`config.mk`:
```
export PLATFORM = sky130hd
export DESIGN_NAME = flash_command_sequencer
export DESIGN_NICKNAME = d
export VERILOG_FILES = /design/src/rtl/flash_cmd_pkg.sv /design/src/rtl/mode_table_if.sv /design/src/rtl/flash_command_sequencer.sv /design/src/rtl/partition_mode_table.sv
export SDC_FILE = /design/constraint.sdc
export NUM_CORES = 1
export LEC_CHECK = 0
export ABC_AREA = 1
export BUFFER_PORTS_ARGS = -buffer_cell sky130_fd_sc_hd__buf_2
export CELL_PAD_IN_SITES_DETAIL_PLACEMENT = 1
export CELL_PAD_IN_SITES_GLOBAL_PLACEMENT = 2
export CORE_ASPECT_RATIO = 1.75
export CORE_UTILIZATION = 25
export DETAILED_ROUTE_END_ITERATION = 8
export PLACE_DENSITY = 0.82
export SETUP_SLACK_MARGIN = 0.4
export SLEW_MARGIN = 15
export SYNTH_ARGS = -nofsm -noshare
export SYNTH_HDL_FRONTEND = slang
export SYNTH_SLANG_ARGS = --single-unit
export TNS_END_PERCENT = 5
```
`constraint.sdc`:
```
create_clock -name clk_sys_i -period 1.7 [get_ports clk_sys_i]
set_clock_uncertainty 0.15 [all_clocks]
set_input_delay 0.255 -clock clk_sys_i [delete_from_list [all_inputs] [get_ports clk_sys_i]]
set_output_delay 0.255 -clock clk_sys_i [all_outputs]
set_load 0.05 [all_outputs]
```
`src/rtl/flash_cmd_pkg.sv`:
```
// Package with command codes, mode and operation types and fixed addresses.
package flash_cmd_pkg;
   // First-cycle command codes.
   localparam logic [7:0] CMD_READ_ARRAY  = 8'hFF;
   localparam logic [7:0] CMD_READ_IDENT  = 8'h90;
   localparam logic [7:0] CMD_READ_QUERY  = 8'h98;
   localparam logic [7:0] CMD_READ_STATUS = 8'h70;
   localparam logic [7:0] CMD_CLEAR_STAT  = 8'h50;
   localparam logic [7:0] CMD_PROG_SETUP  = 8'h40;
   localparam logic [7:0] CMD_PROG_ALT    = 8'h10;
   localparam logic [7:0] CMD_FACT_SETUP  = 8'h30;
   localparam logic [7:0] CMD_ERASE_SETUP = 8'h20;
   localparam logic [7:0] CMD_SUSPEND     = 8'hB0;
   localparam logic [7:0] CMD_CONFIRM     = 8'hD0;
   localparam logic [7:0] CMD_LOCK_SETUP  = 8'h60;
   localparam logic [7:0] CMD_PROT_SETUP  = 8'hC0;
   // Second-cycle codes after a lock or configuration setup.
   localparam logic [7:0] CMD_LOCK_BLOCK  = 8'h01;
   localparam logic [7:0] CMD_LOCK_DOWN   = 8'h2F;
   localparam logic [7:0] CMD_SET_CONFIG  = 8'h03;
   // Protection lock word address and the data word that locks it.
   localparam logic [15:0] PROT_LOCK_ADDR = 16'h0080;
   localparam logic [15:0] PROT_LOCK_DATA = 16'hFFFD;
   // Number of user protection words.
   localparam logic [15:0] PROT_USER_WORDS = 16'h0004;
   // Status bit positions.
   localparam int SR_DEV_READY = 7;
   localparam int SR_ERASE_SUS = 6;
   localparam int SR_ERASE_ERR = 5;
   localparam int SR_PROG_ERR  = 4;
   localparam int SR_VPP_ERR   = 3;
   localparam int SR_PROG_SUS  = 2;
   localparam int SR_LOCK_ERR  = 1;
   localparam int SR_PART_RDY  = 0;
   // Read mode of one partition.
   typedef enum logic [1:0] {MODE_ARRAY, MODE_STATUS, MODE_IDENT, MODE_QUERY} mode_type;
   // Operation handed to the write state machine.
   typedef enum logic [2:0] {OP_PROGRAM, OP_ERASE, OP_PROT_PROG, OP_PROT_LOCK,
                             OP_LOCK, OP_UNLOCK, OP_LOCKDOWN, OP_FACTORY} op_type;
endpackage

```
`src/rtl/mode_table_if.sv`:
```
// Interface between the command front end and the partition mode table.
`timescale 1ns/1ps
`default_nettype none
interface mode_table_if
   import flash_cmd_pkg::*;
#(
   parameter int PART_W = 3
);
   logic              set_en;   // Write one partition's mode.
   logic [PART_W-1:0] set_idx;  // Partition written.
   mode_type          set_mode; // Mode written.
   logic [PART_W-1:0] look_idx; // Partition looked up.
   mode_type          look_mode;// Mode of the looked-up partition.
   modport table_side (input set_en, set_idx, set_mode, look_idx, output look_mode);
   modport user_side  (output set_en, set_idx, set_mode, look_idx, input look_mode);
endinterface
`default_nettype wire

```
`src/rtl/flash_command_sequencer.sv`:
```
// Command front end of a partitioned flash: decodes write sequences.
// Function
// - Protection setup: next write of lock data to the lock word, or any write to a user word, launches protection operation.
// - Status snapshot refreshes on every read strobe taken while ce_i is high.
// - Configuration setup without confirm sets sequence error.
// - Configuration loads from low sixteen address lines.
// - Configuration write returns partition to array reads.
// - Erase and lock confirm must hit same block.
// - Identifier/query reads use partition base plus offset.
// - Protection lock needs lock address and lock data.
// - User protection area is four words.
// - Reads between setup and confirm keep sequence.
// - Setup write puts partition into status mode.
// - Other partitions keep their array mode.
// - Wrong second write records a sequence error.
// - Error bits stay until reset or clear-status.
// - Reset leaves every partition in array mode.
// - Failed erase confirm: error, partition stays status.
`timescale 1ns/1ps
`default_nettype none
module flash_command_sequencer
   import flash_cmd_pkg::*;
#(
   parameter int              ADDR_W   = 22,
   parameter int              PART_W   = 3,
   parameter int              BLOCK_AW = 15,
   parameter logic [15:0]     PROT_USER_BASE = 16'h0081
)(
   input  wire logic              clk_sys_i,
   input  wire logic              srst_i,
   input  wire logic              ce_i,
   input  wire logic              wr_stb_i,
   input  wire logic [ADDR_W-1:0] wr_addr_i,
   input  wire logic [15:0]       wr_data_i,
   input  wire logic              rd_stb_i,
   input  wire logic [ADDR_W-1:0] rd_addr_i,
   input  wire logic              wsm_busy_i,
   input  wire logic              prog_err_i,
   input  wire logic              erase_err_i,
   input  wire logic              vpp_err_i,
   input  wire logic              lock_err_i,
   input  wire logic              prog_susp_i,
   input  wire logic              erase_susp_i,
   output logic                   op_start_o,
   output var op_type             op_kind_o,
   output logic [ADDR_W-1:0]      op_addr_o,
   output logic [15:0]            op_data_o,
   output logic                   suspend_o,
   output logic                   resume_o,
   output logic [15:0]            config_o,
   output logic                   factory_program_mode_o,
   output logic [7:0]             status_o,
   output var mode_type           rd_mode_o,
   output logic [7:0]             rd_offset_o
);
   typedef enum logic [1:0] {ST_IDLE, ST_WAIT, ST_FACTORY} state_type;

   // Partition index of an address.
   function automatic logic [PART_W-1:0] part_of(input logic [ADDR_W-1:0] a);
      return a[ADDR_W-1 -: PART_W];
   endfunction

   // Block index of an address.
   function automatic logic [ADDR_W-BLOCK_AW-1:0] block_of(input logic [ADDR_W-1:0] a);
      return a[ADDR_W-1:BLOCK_AW];
   endfunction

   state_type         state;      // Sequencer state.
   logic [7:0]        pend_code;  // Setup code waiting for its confirm.
   logic [ADDR_W-1:0] pend_addr;  // Address of the setup cycle.
   logic [3:0]        err;        // Sticky bits 5, 4, 3 and 1.

   mode_table_if #(.PART_W(PART_W)) mt ();

   partition_mode_table #(.PART_W(PART_W)) u_table (
      .clk_sys_i (clk_sys_i),
      .srst_i    (srst_i),
      .ce_i      (ce_i),
      .mt        (mt)
   );

   // Write decode.
   wire       wr       = ce_i & wr_stb_i;
   wire [7:0] code     = wr_data_i[7:0];
   wire       idle     = (state == ST_IDLE);
   wire       waiting  = (state == ST_WAIT);
   wire       same_blk = (block_of(wr_addr_i) == block_of(pend_addr));
   wire       is_setup = (code == CMD_PROG_SETUP) | (code == CMD_PROG_ALT) |
                         (code == CMD_FACT_SETUP) | (code == CMD_ERASE_SETUP) |
                         (code == CMD_LOCK_SETUP) | (code == CMD_PROT_SETUP);
   wire       lock_code = (code == CMD_LOCK_BLOCK) | (code == CMD_CONFIRM) |
                          (code == CMD_LOCK_DOWN);
   wire [15:0] low_addr = wr_addr_i[15:0];
   wire       prot_lock_ok = (low_addr == PROT_LOCK_ADDR) &&
                             (wr_data_i == PROT_LOCK_DATA);
   wire       prot_user_ok = (low_addr >= PROT_USER_BASE) &&
                             (low_addr < PROT_USER_BASE + PROT_USER_WORDS);

   // Outcomes of the confirm write.
   wire good_prog  = (pend_code == CMD_PROG_SETUP) | (pend_code == CMD_PROG_ALT);
   wire good_prot  = (pend_code == CMD_PROT_SETUP) & (prot_lock_ok | prot_user_ok);
   wire good_erase = (pend_code == CMD_ERASE_SETUP) & (code == CMD_CONFIRM) & same_blk;
   wire good_fact  = (pend_code == CMD_FACT_SETUP) & (code == CMD_CONFIRM);
   wire good_cfg   = (pend_code == CMD_LOCK_SETUP) & (code == CMD_SET_CONFIG);
   wire good_lock  = (pend_code == CMD_LOCK_SETUP) & lock_code & same_blk;
   wire conf_ok    = good_prog | good_prot | good_erase | good_fact | good_cfg | good_lock;
   wire seq_err    = wr & waiting & ~conf_ok;
   wire clear_stat = wr & idle & (code == CMD_CLEAR_STAT);
   wire fact_stay  = (block_of(wr_addr_i) == block_of(pend_addr));

   // Operation kind chosen by the confirm write.
   op_type conf_kind;
   assign conf_kind = good_prog  ? OP_PROGRAM :
                      good_erase ? OP_ERASE :
                      good_fact  ? OP_FACTORY :
                      (good_prot & prot_lock_ok) ? OP_PROT_LOCK :
                      good_prot  ? OP_PROT_PROG :
                      (code == CMD_LOCK_BLOCK) ? OP_LOCK :
                      (code == CMD_CONFIRM) ? OP_UNLOCK : OP_LOCKDOWN;

   // Mode table writes: read commands and setups in idle, outcome in wait.
   wire idle_mode_cmd = (code == CMD_READ_ARRAY) | (code == CMD_READ_IDENT) |
                        (code == CMD_READ_QUERY) | (code == CMD_READ_STATUS) | is_setup;
   assign mt.set_en   = wr & ((idle & idle_mode_cmd) | waiting);
   assign mt.set_idx  = part_of(wr_addr_i);
   assign mt.set_mode = waiting ? (good_cfg ? MODE_ARRAY : MODE_STATUS) :
                        (code == CMD_READ_ARRAY) ? MODE_ARRAY :
                        (code == CMD_READ_IDENT) ? MODE_IDENT :
                        (code == CMD_READ_QUERY) ? MODE_QUERY : MODE_STATUS;
   assign mt.look_idx = part_of(rd_addr_i);

   // Sticky error bits: a set in the clearing cycle wins.
   wire [3:0] err_set  = {seq_err | erase_err_i, seq_err | prog_err_i, vpp_err_i, lock_err_i};
   wire [3:0] next_err = (clear_stat ? 4'h0 : err) | err_set;
   wire [7:0] srd = {~wsm_busy_i, erase_susp_i, err[3], err[2], err[1], prog_susp_i,
                     err[0], ~wsm_busy_i};

   // Sequencer state: setups wait, reads leave it alone, confirms resolve.
   always_ff @(posedge clk_sys_i)
   begin
      if (srst_i)
      begin
         state     <= ST_IDLE;
         pend_code <= 8'h00;
         pend_addr <= '0;
      end
      else if (wr)
      begin
         unique case (state)
            ST_IDLE:
            begin
               if (is_setup)
               begin
                  state     <= ST_WAIT;
                  pend_code <= code;
                  pend_addr <= wr_addr_i;
               end
            end
            ST_WAIT:
            begin
               state <= (good_fact) ? ST_FACTORY : ST_IDLE;
            end
            ST_FACTORY:
            begin
               // A write outside the captured block ends factory mode.
               if (!fact_stay) state <= ST_IDLE;
            end
            // The unused state code falls back to idle.
            default:
            begin
               state <= ST_IDLE;
            end
         endcase
      end
   end

   // Launch strobes and captured address and data.
   always_ff @(posedge clk_sys_i)
   begin
      if (srst_i)
      begin
         op_start_o <= 1'b0;
         op_kind_o  <= OP_PROGRAM;
         op_addr_o  <= '0;
         op_data_o  <= 16'h0000;
         suspend_o  <= 1'b0;
         resume_o   <= 1'b0;
      end
      else if (ce_i)
      begin
         op_start_o <= wr & ((waiting & conf_ok & ~good_cfg) |
                             ((state == ST_FACTORY) & fact_stay));
         op_kind_o  <= (state == ST_FACTORY) ? OP_FACTORY : conf_kind;
         if (wr)
         begin
            op_addr_o <= wr_addr_i;
            op_data_o <= wr_data_i;
         end
         suspend_o  <= wr & idle & (code == CMD_SUSPEND);
         resume_o   <= wr & idle & (code == CMD_CONFIRM);
      end
   end

   // Configuration, sticky errors, factory flag and read-side snapshot.
   always_ff @(posedge clk_sys_i)
   begin
      if (srst_i)
      begin
         config_o               <= 16'h0000;
         err                    <= 4'h0;
         factory_program_mode_o <= 1'b0;
         status_o               <= 8'h00;
         rd_mode_o              <= MODE_ARRAY;
         rd_offset_o            <= 8'h00;
      end
      else if (ce_i)
      begin
         if (wr & waiting & good_cfg) config_o <= low_addr;
         err                    <= next_err;
         factory_program_mode_o <= (state == ST_FACTORY);
         if (rd_stb_i)
         begin
            status_o    <= srd;
            rd_mode_o   <= mt.look_mode;
            rd_offset_o <= rd_addr_i[7:0];
         end
      end
   end
endmodule
`default_nettype wire

```
`src/rtl/partition_mode_table.sv`:
```
// Flip-flop table holding the read mode of every partition.
`timescale 1ns/1ps
`default_nettype none
module partition_mode_table
   import flash_cmd_pkg::*;
#(
   parameter int PART_W = 3
)(
   input  wire logic  clk_sys_i,
   input  wire logic  srst_i,
   input  wire logic  ce_i,
   mode_table_if.table_side mt
);
   localparam int NPART = 1 << PART_W;

   // One mode entry per partition.
   mode_type modes [NPART];

   // Lookup is a plain indexed read.
   assign mt.look_mode = modes[mt.look_idx];

   // Every partition starts in array mode after reset.
   always_ff @(posedge clk_sys_i)
   begin
      if (srst_i)
      begin
         for (int i = 0; i < NPART; i++) modes[i] <= MODE_ARRAY;
      end
      else if (ce_i && mt.set_en)
      begin
         modes[mt.set_idx] <= mt.set_mode;
      end
   end
endmodule
`default_nettype wire

```
==> summary.md <==
| Metric | Value |
|---|---|
| Final Non-Filler Cells | 1193 |
| Req. time, crit path | 1.90 ns |
| Antenna violations before repair | 2 |
| Residual DRC | 0 |
| Post-synth top flop | dfxtp_1 |
| Vias in the first global route | 6130 |
| Die Wd | between 100 and 150 um |
| Largest net degree at the start of global routing | 50 |
| P_leak | 3.931 nW |
| Synth Area in Compound Gates | 18.36% |
| Initial Util | 25.63% |
| Placer Congestion | 0.8860 |
| Proportion of synthesized area in mux cells | 0.8138% |
| Routed WL | 18.58 mm |
| Post-synthesis cell count | 666 |
| Failing checks | setup timing |
| Data arrival, critical path | 1.91 ns |
| Vias/cell | 4.580 |
| Setup WS post-layout | -0.01073 ns |
| Post-Route M1 WL | 6.467 mm |
| Fin crit share | 100.6% |
| Asr flop ratio synth | 0% |
| Met3 Wirelength | 1.009 mm |
| Drt first pass iters | 4 |
| CTS Sinks | 115 |
| Final Total Pwr | 8.454 mW |
| Avg Inst Size Synth | between 7 and 8 sq um |
| Final Slew Violations | 0 |
| Sequential fraction of the synthesis area | 50.05% |
| RSZ-0062 raised after global routing | true |
| Clock tree buffer depth | 2 |
| Num rows | 67 |
| Placed insts | ~1100 |
| Dpl ws | -0.4180 ns |
| Final setup fails | 1 |
| Simple-Gate Fraction of Synth Area | 21.77% |
| EDFF count, synth | 16 |
| Flops & latches, synth | 115 |
| Fin nets | slightly above 1000 |
| Largest family of logic cells by synthesized area | simple AND/OR/NAND/NOR gates |
| Maximum fanout along the worst path | 3 |
| Slew headroom | 71.07% |
| IO Pins | about 150 |
| Iter 0 DRT Violations | 134 |
| CP Class | reg2reg |
| Synth Warn # | 0 |
| TritonCTS Buffers | 17 |
| XOR/XNOR Fraction of Synth Area | 0.1780% |
| Clock latency on the worst-skew pair | 0.42 ns |
| Hold Fails Final Rpt | 0 |
| Synthesized area | 4920 sq um |
| CTS root buffer | clkbuf_16 |
| Top routing layer used | met5 |
| FMAX | just under 600 MHz |
| Placed wire-length estimate | 12.26 mm |
| Adder-cell share of the synthesized area | 0% |
| Final ANT Viol Nets | 0 |
| Power per cell area | around 940 nW/um^2 |
| Global Route Usage Sum | 19.23% |
| Total gr overflow | 0 |
| Unique masters post-synth | 28 |
| Die area | 20270 sq um |
| Maxcap violations | 0 |
| Peak VDD IR | 0.6362 mV |
| Fillcell total | 2192 |
| Critical Path End Type | flip-flop |
| Port bufs | about 140 |
| Layout area overhead | 82.73% |
| Status | complete, but fails checks |
| Min-delay worst type | in2reg |
| Tmin final | about 1.7 ns |
| Drt wl/cell | 15.58 um |
| Met2 WL | roughly 10 mm |
| Die Y | 187.6 um |
| Global-route wire length before repair | 29.79 mm |
| Layout cell share with drive strength beyond 1 | 46.69% |
| Core Area | about 19000 sq um |
| TritonCTS clock tree | built |
| Max H-tree Level | 4 |
| Vias after detailed routing | around 5500 |
| Reg clk slew, reported paths | 0.06 ns |
| Synth Net Count | 738 |
| Worst-Margin Slew | approximately 0.43 ns |
| CP Launch Type | flip-flop |
## through the flow
step	util (%)	cell area [sq um]	TNS, ns	hold slack, ns
3_3_place_gp	33.66	6462	-11.83	0.2808
2_1_floorplan	-	4932	0	0.1950
6_report	46.83	8990	-0.01073	0.01735
5_1_grt	46.83	8990	-0.4349	0.004303
4_1_cts	46.20	8869	-0.01269	0.0008231
3_5_place_dp	33.66	6462	-16.58	0.2862
## area by class of cell
cell class                      count  area, sq um  area share, %
Timing Repair Buffer              283         2814          31.30
Sequential cell                   115         2576          28.66
Multi-Input combinational cell    442         2308          25.68
Clock buffer                       19        452.9          5.038
Inverter                           79        306.5          3.410
Tap cell                          241        301.5          3.354
Clock inverter                     13        227.7          2.533
Antenna cell                        1        2.502        0.02784
## metal layers
layer,vias to the layer above,global-route usage (%)
met5,-,0
met4,2,9.536
met3,36,6.013
met2,143,36.62
met1,2576,17.70
li1,2707,-
## worst paths after layout
path	startpoint	end	slack [ns]	cells after the start
hold / removal	wr_addr_i[7]	config_o[7]	0.02	3
setup / recovery	pend_code[0]	op_start_o	-0.01	15
setup reg to reg	pend_code[0]	op_start_o	-0.01	15
hold reg to reg	pend_code[1]	pend_code[1]	0.30	2
## report_power, final
part	total [mW]	internal [mW]	switching, mW
Sequential	2.98	2.88	0.0925
Clock	4.18	2.83	1.35
Combinational	1.30	0.561	0.735
## critical path, cell delays in order, from the launching register on
cell	delay, ns
dfxtp_2	0.32
inv_2	0.05
nand2_2	0.06
nor2_4	0.13
buf_6	0.12
buf_4	0.11
nand3_2	0.05
nor2_1	0.12
nand2_1	0.08
nand2_1	0.07
nor2_2	0.06
nand2_1	0.05
nand2_1	0.04
nand2_1	0.05
nand2_1	0.05
a21oi_1	0.11
## cell usage in the layout (no fill, tap or decap), types with 2 or more instances in the layout
cell type / n
nor2_4: 14
o21ai_1: 19
nand2_1: 90
buf_4: 72
clkinv_2: 3
clkbuf_8: 2
a31oi_1: 3
nand2_2: 24
nor3_1: 6
inv_1: 60
dfxtp_1: 12
dfxtp_4: 2
edfxtp_1: 16
o21ai_0: 63
o21ai_2: 16
inv_4: 3
mux2i_1: 4
buf_2: 60
inv_2: 16
buf_8: 79
nand3_2: 3
nand3_1: 9
a21oi_1: 72
nand4_1: 6
nand3b_1: 2
dfxtp_2: 85
nor2_1: 88
buf_12: 5
o211ai_1: 2
clkbuf_16: 17
nor2_2: 11
dlygate4sd3_1: 54
nand2_4: 4
bufinv_16: 6
clkinv_4: 3
buf_6: 13
## synthesized netlist by cell type (2+ instances only)
master    count  area (sq um)
nor2_2        3         18.77
inv_1        75         281.5
a31oi_1       3         18.77
nand2_1     116         435.4
nor2_4        3         33.78
a21oi_1      74         370.4
nand3_1      12         60.06
o21ai_1       2         10.01
o21ai_0      96         480.5
inv_2         2         7.510
o211ai_1      2         15.01
nor3_1        6         30.03
nand2_2       2         12.51
clkbuf_1     18         67.56
mux2i_1       4         40.04
dfxtp_1      99          1982
buf_4         2         15.01
nor2_1      107         401.6
nand4_1       6         37.54
edfxtp_1     16         480.5
nand3b_1      2         15.01
buf_2        10         50.05
## repair_timing
| action | CTS | global route |
|---|---|---|
| gates resized for setup | 417 | 53 |
| hold buffers | 54 | 0 |
| setup buffers | 5 | 3 |
| pin swaps | 51 | 30 |
| endpoints found under the hold margin | 54 | 0 |
| endpoints found under the setup margin | 153 | 154 |
## cells by family (layout without fill, tap and decap cells)
| logic type | after synthesis | count (layout) |
|---|---|---|
| AOI/OAI and AO/OA | 178 | 178 |
| xor gates and xnor gates | 1 | 1 |
| buffers and inverters | 109 | 394 |
| DFF | 115 | 115 |
| muxes | 4 | 4 |
| other | 0 | 1 |
| and+or+nand+nor | 259 | 259 |
## state kept, by name, indices dropped and copies added (netlist names), 7 cells and up
| name | cells |
|---|---|
| rd_offset_o | 8 |
| config_o | 16 |
| op_addr_o | 22 |
| u_table.modes | 16 |
| op_data_o | 16 |
| pend_code | 8 |
| status_o | 7 |
| pend_addr | 7 |
Power figures use the tool's default switching activity.
